### src/hw/window_pkg.sv
// constants, field layout and carrier types for the indirect register window
// assumes a 32-bit apb slave on one 200 MHz clock with byte-wide targets behind it
package window_pkg;

  // register indices; byte address is four times the index
  localparam logic [7:0] CONTROL_IDX = 8'hb0;
  localparam logic [7:0] OFFSET_IDX  = 8'hb1;
  localparam logic [7:0] VALUE_IDX   = 8'hb2;

  // window_control fields
  localparam int          SEL_MSB       = 5;
  localparam int          SEL_LSB       = 2;
  localparam int          STEP_BIT      = 1;
  localparam int          PREFETCH_BIT  = 0;
  localparam int          CTL_WIDTH     = 6;
  localparam logic [5:0]  CTL_RESET     = 6'h1c;  // select code 0x7, both modes off

  // target select codes
  localparam logic [3:0]  SEL_PATTERN   = 4'h0;
  localparam logic [3:0]  SEL_PORT0     = 4'h1;
  localparam logic [3:0]  SEL_PORT3     = 4'h4;
  localparam logic [3:0]  SEL_BCAST     = 4'h6;
  localparam logic [3:0]  SEL_LAST      = 4'h7;
  localparam logic [7:0]  BCAST_MASK    = 8'h1e;  // receiver ports 0..3
  localparam int          NUM_BLOCKS    = 8;

  localparam logic [7:0]  ZERO_BYTE     = 8'h00;
  localparam logic [7:0]  ONE_STEP      = 8'h01;

  // request towards the target blocks; strobes carry one bit per block code, four bits for a broadcast write
  typedef struct packed {
    logic [7:0] wr_stb;
    logic [7:0] rd_stb;
    logic [7:0] offset;
    logic [7:0] wdata;
  } target_req_t;

  typedef enum logic {
    APB_IDLE,
    APB_DONE
  } apb_state_t;

endpackage : window_pkg

### src/hw/indirect_register_access_port.sv
// apb slave that opens an indirect byte window onto eight internal register blocks
// assumes target blocks run on pclk and return read data combinationally for the offset
//
// Function
// - select field steers accesses, resets to 0x7
// - code 0110 writes all four receiver ports
// - auto-increment bumps offset after each value read and each value write with pstrb[0] set
// - prefetch mode strobes read on offset write
// - prefetch plus increment strobes after data reads
// - offset register addresses every indirect access
// - data write forwards byte to target
// - data read returns selected target byte
`timescale 1ns/1ps
`default_nettype none

module indirect_register_access_port #(
  parameter int ADDR_WIDTH = 12
) (
  // clock and reset
  input  wire logic                                   pclk,
  input  wire logic                                   presetn,
  // apb slave
  input  wire logic                                   psel,
  input  wire logic                                   penable,
  input  wire logic                                   pwrite,
  input  wire logic [ADDR_WIDTH-1:0]                  paddr,
  input  wire logic [31:0]                            pwdata,
  input  wire logic [3:0]                             pstrb,
  output var  logic [31:0]                            prdata,
  output var  logic                                   pready,
  output var  logic                                   pslverr,
  // target blocks
  output var  window_pkg::target_req_t                target_req,
  input  wire logic [window_pkg::NUM_BLOCKS-1:0][7:0] target_value
);

  ////////////////////////////////////////////////////////////////////////////
  // decode helpers

  // one strobe bit per block code; unused codes reach nobody
  function automatic logic [7:0] block_mask(input logic [3:0] sel);
    logic [7:0] m;
    m = window_pkg::ZERO_BYTE;
    if (sel == window_pkg::SEL_BCAST) begin
      m = window_pkg::BCAST_MASK;
    end else if (sel <= window_pkg::SEL_LAST) begin
      m[sel[2:0]] = 1'b1;
    end
    return m;
  endfunction : block_mask

  // reads have one source; broadcast code reads back receiver port 0
  function automatic logic [7:0] read_mask(input logic [3:0] sel);
    logic [7:0] m;
    m = block_mask(sel);
    if (sel == window_pkg::SEL_BCAST) begin
      m = block_mask(window_pkg::SEL_PORT0);
    end
    return m;
  endfunction : read_mask

  // aligned word hit on a register index; the byte address is four times the index
  function automatic logic hit(input logic [ADDR_WIDTH-1:0] a, input logic [7:0] idx);
    logic word_ok;
    word_ok = (a[1:0] == 2'b00);
    return word_ok && (a[ADDR_WIDTH-1:2] == (ADDR_WIDTH-2)'(idx));
  endfunction : hit

  ////////////////////////////////////////////////////////////////////////////
  // state

  window_pkg::apb_state_t                  state_q,  state_d;
  logic [window_pkg::CTL_WIDTH-1:0]        ctl_q,    ctl_d;
  logic [7:0]                              off_q,    off_d;
  window_pkg::target_req_t                 req_q,    req_d;
  logic [31:0]                             prdata_q, prdata_d;
  logic                                    pready_q, pready_d;
  logic                                    slverr_q, slverr_d;

  // decoded control fields and address hits, from registered state or the live apb request
  logic [3:0]  sel;
  logic        step_en;
  logic        prefetch_en;
  logic        hit_ctl;
  logic        hit_off;
  logic        hit_val;
  logic        commit;
  logic [7:0]  sel_value;
  logic [7:0]  next_off;

  assign sel         = ctl_q[window_pkg::SEL_MSB:window_pkg::SEL_LSB];
  assign step_en     = ctl_q[window_pkg::STEP_BIT];
  assign prefetch_en = ctl_q[window_pkg::PREFETCH_BIT];
  assign hit_ctl     = hit(paddr, window_pkg::CONTROL_IDX);
  assign hit_off     = hit(paddr, window_pkg::OFFSET_IDX);
  assign hit_val     = hit(paddr, window_pkg::VALUE_IDX);
  // the one edge where the master samples pready; all side effects land here
  assign commit      = psel && penable && pready_q;
  assign next_off    = 8'(off_q + window_pkg::ONE_STEP);  // 8-bit sum wraps 0xff to 0x00

  // read_mask is one-hot or empty, so this loop is a plain mux with zero as the miss value
  always_comb begin
    logic [7:0] rm;
    rm        = read_mask(sel);
    sel_value = window_pkg::ZERO_BYTE;
    for (int i = 0; i < window_pkg::NUM_BLOCKS; i++) begin
      if (rm[i]) begin
        sel_value = target_value[i];
      end
    end
  end

  ////////////////////////////////////////////////////////////////////////////
  // apb sequencing and register effects

  always_comb begin
    state_d  = state_q;
    ctl_d    = ctl_q;
    off_d    = off_q;
    prdata_d = prdata_q;
    pready_d = 1'b0;
    slverr_d = 1'b0;
    req_d    = req_q;
    // strobes are single-cycle pulses
    req_d.wr_stb = window_pkg::ZERO_BYTE;
    req_d.rd_stb = window_pkg::ZERO_BYTE;
    case (state_q)
      window_pkg::APB_IDLE: begin
        // one wait state precedes the cycle in which read data is sampled
        // read data is captured here, a cycle ahead of pready, from the byte the target shows now
        if (psel && penable) begin
          pready_d = 1'b1;
          slverr_d = !(hit_ctl || hit_off || hit_val);
          prdata_d = '0;
          if (hit_ctl) begin
            prdata_d[window_pkg::CTL_WIDTH-1:0] = ctl_q;  // bits 7:6 stay zero
          end else if (hit_off) begin
            prdata_d[7:0] = off_q;
          end else if (hit_val) begin
            prdata_d[7:0] = sel_value;
          end
          state_d = window_pkg::APB_DONE;
        end
      end
      window_pkg::APB_DONE: begin
        state_d = window_pkg::APB_IDLE;
        // writes land only at the ready edge; a cleared pstrb[0] leaves every register alone
        // an offset write never steps, so software can reload the window at any point
        if (commit && pwrite && pstrb[0]) begin
          if (hit_ctl) begin
            ctl_d = pwdata[window_pkg::CTL_WIDTH-1:0];
          end else if (hit_off) begin
            off_d = pwdata[7:0];
            if (prefetch_en) begin
              req_d.rd_stb = read_mask(sel);
              req_d.offset = pwdata[7:0];
            end
          end else if (hit_val) begin
            req_d.wr_stb = block_mask(sel);
            req_d.offset = off_q;
            req_d.wdata  = pwdata[7:0];
            if (step_en) begin
              off_d = next_off;
            end
          end
        end else if (commit && !pwrite && hit_val && step_en) begin
          // only value reads step; the follow-on strobe already carries the new offset
          off_d = next_off;
          if (prefetch_en) begin
            req_d.rd_stb = read_mask(sel);
            req_d.offset = next_off;
          end
        end
      end
      default: begin
        state_d = window_pkg::APB_IDLE;
      end
    endcase
  end

  always_ff @(posedge pclk or negedge presetn) begin
    if (!presetn) begin
      // target strobes clear here too, so a reset in mid-access leaves no pulse behind
      state_q  <= window_pkg::APB_IDLE;
      ctl_q    <= window_pkg::CTL_RESET;
      off_q    <= window_pkg::ZERO_BYTE;
      req_q    <= '0;
      prdata_q <= '0;
      pready_q <= 1'b0;
      slverr_q <= 1'b0;
    end else begin
      state_q  <= state_d;
      ctl_q    <= ctl_d;
      off_q    <= off_d;
      req_q    <= req_d;
      prdata_q <= prdata_d;
      pready_q <= pready_d;
      slverr_q <= slverr_d;
    end
  end

  assign prdata     = prdata_q;
  assign pready     = pready_q;
  assign pslverr    = slverr_q;
  assign target_req = req_q;

  // decoded commits shared by the checks; rd_start is the edge at which read data is captured
  logic wr_val;
  logic rd_val;
  logic wr_ctl;
  logic wr_off;
  logic rd_start;
  assign wr_val   = commit && pwrite && pstrb[0] && hit_val;
  assign rd_val   = commit && !pwrite && hit_val;
  assign wr_ctl   = commit && pwrite && pstrb[0] && hit_ctl;
  assign wr_off   = commit && pwrite && pstrb[0] && hit_off;
  assign rd_start = state_q == window_pkg::APB_IDLE && psel && penable && hit_val && !pwrite;
endmodule : indirect_register_access_port

`default_nettype wire

### config.mk
export PLATFORM = sky130hd
export DESIGN_NAME = indirect_register_access_port
export DESIGN_NICKNAME = d
export VERILOG_FILES = /design/src/hw/window_pkg.sv /design/src/hw/indirect_register_access_port.sv
export SDC_FILE = /design/constraint.sdc
export NUM_CORES = 1
export LEC_CHECK = 0
export ABC_CLOCK_PERIOD_IN_PS = 1700
export BUFFER_PORTS_ARGS = -buffer_cell sky130_fd_sc_hd__buf_2
export CORE_MARGIN = 2
export CORE_UTILIZATION = 42
export CTS_BUF_LIST = sky130_fd_sc_hd__clkbuf_16
export DETAILED_ROUTE_END_ITERATION = 16
export GPL_ROUTABILITY_DRIVEN = 1
export PLACE_DENSITY = 0.76
export REMOVE_ABC_BUFFERS = 1
export SLEW_MARGIN = 15
export SYNTH_ARGS = -nofsm -noshare
export SYNTH_HDL_FRONTEND = slang
export SYNTH_SLANG_ARGS = --single-unit
export TNS_END_PERCENT = 30
### constraint.sdc
create_clock -name pclk -period 1.7 [get_ports pclk]
set_input_delay 0.34 -clock pclk [delete_from_list [all_inputs] [get_ports pclk]]
set_output_delay 0.34 -clock pclk [all_outputs]
set_load 0.1 [all_outputs]
==> flow_summary_export.csv, run 1 <==
group,metric,value,unit
floorplanning,std_cell_rows,33,
grt,grt_antenna_before_repair,0,
timing,period_utilization_post_route,100,%
timing,timing_hold_violations_final,0,
critical_path,critPathArrivalTime,1.90,ns
floorplanning,die_area,9130,um2
detailed_routing,routed_via_density,5.52,
clock_network,insertion_delay,0.29,ns
placed_design,gp_congestion,0.884,
yosys,ys_seq_elements,56,
finish,final-instance-count-excl-fill,674,
power_and_ir_drop,power.switching,1.07,mW
critical_path,largest_fanout_on_the_critical_path,7,
timing,max_freq,0.587,GHz
yosys,ys.warnings.count,0,
finish,final_core_utilization,62.3,%
critical_path,cp-start-kind,"register",
power_and_ir_drop,power_per_cell_area,616,nW/um2
grt,grt_remaining_overflow,0,
yosys,synth.distinct_cells,61,
detailed_routing,routed_wirelength,11200,um
placed_design,dp.final_hpwl,8520,um
critical_path,crit_path_max_incr_delay,0.61,ns
placed_design,dpl-instance-area,4610,um2
job,maxCapViolCount,0,
detailed_routing,route.detailed.drc,0,
floorplanning,start_util,43.1,%
timing,hold_ws,0.0157,ns
floorplanning,fp.dieH,95.6,um
finish,area_of_combinational_cells_with_multiple_inputs,2030,um2
timing,finalClockSkew,0.00602,ns
critical_path,critical_path.endpoint_type,"register",
clock_network,max-clock-path-buffers,2,
critical_path,crit_chain,"nor2b_1 -> and3_1 -> a221oi_1 -> o21a_1 -> o31ai_2",
finish,stdcell_area,5090,um2
detailed_routing,drt_iter0_markers,195,
grt,grt_max_degree,38,
grt,number_of_global_route_vias_before_repair,3357,
yosys,synth.avg_cell_area,9.29,um2
finish,finish.net_count,686,
yosys,synth_seq_area_share,39.9,%
power_and_ir_drop,power_frac_clock,34.1,%
yosys,synthArstFlopShare,100,%
power_and_ir_drop,power.internal,2.07,mW
placed_design,dpl.cell_count,650,
clock_network,ctsRootBufferMaster,"sky130_fd_sc_hd__clkbuf_16",
critical_path,crit_slowest_cell,"sky130_fd_sc_hd__dfstp_2",
critical_path,worstPathRequired,1.90,ns
floorplanning,die_w,95.6,um
detailed_routing,firstDrtPassIters,5,
grt,globalRouteTotalUtil,23.4,%
grt,grt_first_pass_wirelength,16500,um
detailed_routing,drt-wirelength-per-cell,16.7,um
power_and_ir_drop,p_sw_share,34.1,%
finish,register_area,1410,um2
worst_hold_path,hold_class,"input port to asynchronous set/reset pin",
timing,final-max-slew-violation-count,0,
timing,final-setup-viol-count,1,
critical_path,criticalPathCategory,"register to register",
finish,antenna_diodes,0,
timing,timing.final.ws_setup,-0.00256,ns
power_and_ir_drop,finalPower,3.14,mW
timing,finalCriticalPeriod,1.70,ns
clock_network,htreeDepth,2,
power_and_ir_drop,worst_ir_drop_vdd,0.410,mV
floorplanning,design.core.area,8180,um2
placed_design,place.port_buffers,123,
detailed_routing,detail-route-antenna-nets,0,
finish,area.growth.synth_to_final,44.6,%
power_and_ir_drop,power_frac_comb,22.4,%
yosys,synth.cell_area,3520,um2
floorplanning,boundaryPins,183,
yosys,number_of_synthesized_flops_with_an_enable_pin,0,
clock_network,tritoncts,"yes",
timing,grt_setup_unrepaired,"true",
finish,drive_above_1_share,48.3,%
clock_network,clkSlewWorstSetupHoldPaths,0.07,ns
clock_network,numClockSinks,56,
run_status,run_status,"finished, violations left",
power_and_ir_drop,leakage,2.54,nW
yosys,synthesis.instances,379,
detailed_routing,num_vias,3722,
finish,final.fill_count,732,
run_status,violated_checks,"negative setup slack",
clock_network,cts_buffers,5,
power_and_ir_drop,p_seq_share,43.5,%
yosys,postSynth.topFlopCell,"sky130_fd_sc_hd__dfrtp_1",
[cell usage after synthesis, drive strengths merged (3+ instances only)]
master,instances,area [um2]
dfstp,3,78.8
nand2,23,88.8
a21o,6,45.0
o21ai,21,105
o21a,4,30.0
o221ai,3,26.3
buf,34,234
o22ai,10,62.6
o31ai,7,52.6
nor2,27,104
nand4,7,43.8
and4,5,43.8
a32oi,8,88.8
xor2,3,26.3
dfrtp,53,1330
o32ai,3,26.3
inv,5,18.8
xnor2,3,26.3
a221o,5,50.1
mux2i,9,90.1
nand3,12,60.1
a31o,4,35.0
a221oi,5,43.8
mux2,15,173
nand2b,9,56.3
clkbuf,18,67.6
a311oi,3,26.3
a21oi,27,135
nor3,6,35.0
nor2b,9,56.3
and3,8,50.1
[worst max-delay path: cells and delay by family (launching register included)]
family | cells | cell delay [ns]
AOI/OAI and AO/OA | 3 | 0.46
and+or+nand+nor | 2 | 0.54
DFF | 1 | 0.61
[power by group through the flow]
stage	Clock, mW	Combinational [mW]	Sequential (mW)
final	1.07	0.701	1.37
after global routing	1.15	0.735	1.37
after detailed placement	0	0.683	1.39
after global placement	0	0.677	1.39
after CTS	1.09	0.684	1.36
after floorplan	0	0.299	1.56
[stage by stage]
stage	TNS [ns]	worst slack (ns)
after floorplan	-26.87	-0.948
after global placement	-5.41	-0.247
after detailed placement	-7.46	-0.328
after CTS	-0.0471	-0.0206
after global routing	-0.332	-0.0559
final	-0.00256	-0.00256
[routing by layer]
layer / GRT usage (%) / up-vias / routed length, um
li1: - / 1740 / -
met3: 3.08 / 17 / 643
met4: 7.26 / 0 / 226
met5: 0 / - / 0
met1: 31.5 / 1815 / 4650
met2: 39.0 / 150 / 5710
[sequential cells by signal, summed over array words and instances (netlist names)]
signal and cells:
pready 1, ctl_q 6, prdata 8, off_q 8, target_req 32, pslverr 1
[area by class of cell]
class / count / share of cell area, %
tap: 105 / 2.58
clock buffer: 5 / 2.46
sequential: 56 / 27.6
multi-input combinational: 291 / 39.8
timing repair buffer: 209 / 26.6
inverter: 5 / 0.368
clock inverter: 3 / 0.540
[logic make-up after synthesis]
| logic type | Yosys count | share of synthesized area [%] |
|---|---|---|
| adders and majority gates | 1 | 0.355 |
| buffers and inverters | 57 | 9.09 |
| and+or+nand+nor | 116 | 18.3 |
| other | 1 | 0.106 |
| muxes | 24 | 7.46 |
| xor gates and xnor gates | 6 | 1.49 |
| AOI/OAI and AO/OA | 118 | 23.3 |
| DFF | 56 | 39.9 |
[final timing paths]
kind | slack [ns] | start | cells after the start | endpoint
worst min-delay path | 0.02 | presetn | 2 | off_q[3]
max in group asynchronous | 1.25 | presetn | 2 | ctl_q[2]
worst max-delay path | -0.003 | ctl_q[2] | 5 | prdata[4]
min in group pclk | 0.32 | pwdata[4] | 3 | off_q[4]
worst max register to register | -0.003 | ctl_q[2] | 5 | prdata[4]
worst min register to register | 0.47 | target_req[13] | 1 | target_req[13]
[what timing repair did]
item                                    CTS  global route
gates resized for setup                   8            33
pin swaps                                 3            13
endpoints found under the setup margin    9            21
buffers inserted                          2            12
hold buffers                              0             0
cloned                                    0             2
[layout by cell type, fill, tap and decap left out, types with 4 or more instances in the layout]
cell type                   synthesis  layout
sky130_fd_sc_hd__a21oi_1           27      22
sky130_fd_sc_hd__and3_1             8       6
sky130_fd_sc_hd__o21a_1             4       4
sky130_fd_sc_hd__a31o_2             4       4
sky130_fd_sc_hd__o31ai_1            7       5
sky130_fd_sc_hd__nor3_1             5       5
sky130_fd_sc_hd__nor2_1            26      23
sky130_fd_sc_hd__a21o_1             6       6
sky130_fd_sc_hd__buf_4             24      77
sky130_fd_sc_hd__o22ai_1           10      10
sky130_fd_sc_hd__mux2i_1            9       8
sky130_fd_sc_hd__nor2_2             1       4
sky130_fd_sc_hd__a32oi_1            7       7
sky130_fd_sc_hd__a221o_1            5       5
sky130_fd_sc_hd__inv_1              5       5
sky130_fd_sc_hd__nand2b_1           9       9
sky130_fd_sc_hd__a21oi_2            0       5
sky130_fd_sc_hd__nand3_1           12      12
sky130_fd_sc_hd__dfrtp_1           53      51
sky130_fd_sc_hd__mux2_2            13      13
sky130_fd_sc_hd__buf_2              7     121
sky130_fd_sc_hd__conb_1             1      26
sky130_fd_sc_hd__nand2_1           22      22
sky130_fd_sc_hd__nand4_1            7       7
sky130_fd_sc_hd__buf_6              1       6
sky130_fd_sc_hd__o21ai_0           20      20
sky130_fd_sc_hd__clkbuf_16          0       7
sky130_fd_sc_hd__nor2b_1            9       7
(Power assumes the default switching activity.)
==> run 2, diff against run 1 <==
CORE_ASPECT_RATIO = 1.25   (was unset)
GPL_ROUTABILITY_DRIVEN = unset   (was 1)
==> run 2 against run 1 <==
Routed wire length up 0.39%. Setup slack better by 0.015 ns. The run now ends clean. Die area about the same. Clock power about the same. Fmax up 0.91%. Non-clock buffer count down 10. Sequential share of layout area up 0.89 points. Worst hold slack better by 0.024 ns. Critical path depth up 1. Count of clock-buffer cells in the layout unchanged. Clock skew down 0.0026 ns.
==> flow_summary_export.csv, run 2 (synthesis results as in run 1) <==
group,metric,value,unit
run_status,run_status,"complete, no violations",
detailed_routing,routed_wirelength,11300,um
critical_path,criticalPathCategory,"register to register",
placed_design,gp_congestion,0.907,
detailed_routing,route.detailed.drc,0,
power_and_ir_drop,p_seq_share,43.8,%
critical_path,crit_slowest_cell,"sky130_fd_sc_hd__dfrtp_1",
timing,finalClockSkew,0.00345,ns
clock_network,insertion_delay,0.30,ns
critical_path,rr_startpoint,"pready",
floorplanning,fp.dieH,106,um
finish,area.growth.synth_to_final,40.0,%
finish,antenna_diodes,0,
floorplanning,die_area,9140,um2
critical_path,critical_path.endpoint_type,"register",
grt,number_of_global_route_vias_before_repair,3579,
floorplanning,die_w,85.9,um
critical_path,timing.reg2reg.worst_path_depth,6,
critical_path,crit_path_max_incr_delay,0.39,ns
finish,drive_above_1_share,45.6,%
power_and_ir_drop,finalPower,3.12,mW
critical_path,critPathArrivalTime,1.87,ns
power_and_ir_drop,leakage,2.48,nW
timing,timing_hold_violations_final,0,
clock_network,clkSlewWorstSetupHoldPaths,0.07,ns
detailed_routing,firstDrtPassIters,5,
worst_hold_path,hold_class,"input port to asynchronous set/reset pin",
clock_network,max-clock-path-buffers,2,
grt,grt_remaining_overflow,0,
detailed_routing,drt_iter0_markers,263,
floorplanning,design.core.area,8190,um2
finish,largest_reg_flops,32,
placed_design,dpl-instance-area,4630,um2
power_and_ir_drop,p_sw_share,34.2,%
power_and_ir_drop,power_frac_comb,22.3,%
critical_path,ff2ff_setup_slack,0.01,ns
finish,stdcell_area,4930,um2
finish,final.fill_count,718,
timing,final-setup-viol-count,0,
grt,globalRouteTotalUtil,23.9,%
timing,period_utilization_post_route,99.2,%
critical_path,largest_fanout_on_the_critical_path,16,
placed_design,place.port_buffers,123,
clock_network,htreeDepth,2,
timing,final-max-slew-violation-count,0,
critical_path,timing.critical_path.buf_inv,2,
grt,grt_max_degree,57,
critical_path,cp-start-kind,"register",
detailed_routing,detail-route-antenna-nets,0,
finish,most_frequent_standard_cell_in_the_layout_excluding_fill_and_tap_cells,"sky130_fd_sc_hd__buf_2",
clock_network,ctsRootBufferMaster,"sky130_fd_sc_hd__clkbuf_16",
power_and_ir_drop,power_frac_clock,33.9,%
finish,layout_common_cells,"sky130_fd_sc_hd__buf_2, sky130_fd_sc_hd__buf_4, sky130_fd_sc_hd__dfrtp_1, sky130_fd_sc_hd__a21oi_1, sky130_fd_sc_hd__conb_1",
timing,hold_ws,0.0392,ns
clock_network,cts_buffers,5,
clock_network,numClockSinks,56,
power_and_ir_drop,power.internal,2.05,mW
timing,max_freq,0.593,GHz
critical_path,reg2reg_to,"target_req[7]",
grt,grt_antenna_before_repair,0,
power_and_ir_drop,power_per_cell_area,633,nW/um2
critical_path,cp_top_family,"simple AND/OR/NAND/NOR gates",
power_and_ir_drop,worst_ir_drop_vdd,0.367,mV
timing,grt_setup_unrepaired,"true",
power_and_ir_drop,power.switching,1.07,mW
placed_design,dp.final_hpwl,8500,um
job,maxCapViolCount,0,
grt,grt_first_pass_wirelength,17200,um
critical_path,crit_chain,"and3_4 -> and4_2 -> buf_4 -> nand2_2 -> buf_12 -> mux2_2",
finish,finish.net_count,676,
critical_path,worstPathRequired,1.88,ns
timing,finalCriticalPeriod,1.69,ns
clock_network,tritoncts,"yes",
detailed_routing,drt-wirelength-per-cell,17.2,um
detailed_routing,num_vias,3715,
floorplanning,start_util,43.0,%
floorplanning,std_cell_rows,37,
detailed_routing,routed_via_density,5.66,
timing,setup-tns-final,0,ns
floorplanning,boundaryPins,183,
## run 2: cell count changes in the layout (fill, tap and decap cells not counted), moves of 2 or more
cell / previous run / this run
sky130_fd_sc_hd__buf_4: 77 / 69
sky130_fd_sc_hd__a21oi_1: 22 / 26
sky130_fd_sc_hd__a21oi_2: 5 / 1
sky130_fd_sc_hd__buf_6: 6 / 2
sky130_fd_sc_hd__buf_12: 2 / 5
sky130_fd_sc_hd__and4_4: 2 / 0
sky130_fd_sc_hd__buf_2: 121 / 123
sky130_fd_sc_hd__clkbuf_16: 7 / 5
sky130_fd_sc_hd__nor2_2: 4 / 2
sky130_fd_sc_hd__o31ai_1: 5 / 7
sky130_fd_sc_hd__o31ai_2: 2 / 0
## run 2: power by group through the flow
stage / Combinational (mW) / Sequential [mW] / Clock [mW]
floorplan: 0.299 / 1.56 / 0
global placement: 0.685 / 1.39 / 0
detailed placement: 0.688 / 1.39 / 0
CTS: 0.691 / 1.37 / 1.08
global route: 0.727 / 1.37 / 1.13
finish: 0.697 / 1.37 / 1.06
## run 2: per-stage QoR
stage | util [%] | instances | setup WS [ns]
2_1_floorplan | - | 352 | -0.948
3_3_place_gp | 56.6 | 643 | -0.329
6_report | 60.2 | 656 | 0.0128
4_1_cts | 58.8 | 654 | -0.00289
3_5_place_dp | 56.6 | 643 | -0.327
5_1_grt | 60.2 | 656 | -0.0720
## run 2: routing by layer
metal	track usage [%]	part of all wire [%]	up-vias
met5	0	0	-
met1	28.2	39	1783
li1	-	-	1718
met3	3.49	7.1	31
met4	10.3	3.6	0
met2	42.3	50	183
## run 2: area by class of cell
cell class                 count  area (um2)  share of cell area (%)
clock buffer                   5         125                    2.54
clock inverter                 3        21.3                   0.431
inverter                       5        18.8                   0.381
multi-input combinational    291        1980                    40.2
sequential                    56        1410                    28.5
tap                           97         121                    2.46
timing repair buffer         199        1260                    25.5
## run 2: worst reg2reg max path, delay by kind of cell (launching register included)
family / cells / cell delay, ns
multiplexers: 1 / 0.35
flip-flops: 1 / 0.39
AND/OR/NAND/NOR: 3 / 0.51
buffers and inverters: 2 / 0.33
## run 2: worst max-delay path by stage
stage,from,end,slack [ns],cells past startpoint
CTS,pready,off_q[4],-0.003,7
global route,paddr[11],off_q[1],-0.07,8
floorplan,pready,off_q[0],-0.95,5
detailed placement,paddr[11],target_req[11],-0.33,7
global placement,paddr[11],target_req[11],-0.33,7
finish,pready,target_req[7],0.01,6
## run 2: what timing repair did
item | CTS | global route
buffers inserted | 3 | 2
resized for setup | 7 | 20
endpoints found under the setup margin | 6 | 37
hold buffers | 0 | 0
pin swaps | 4 | 7
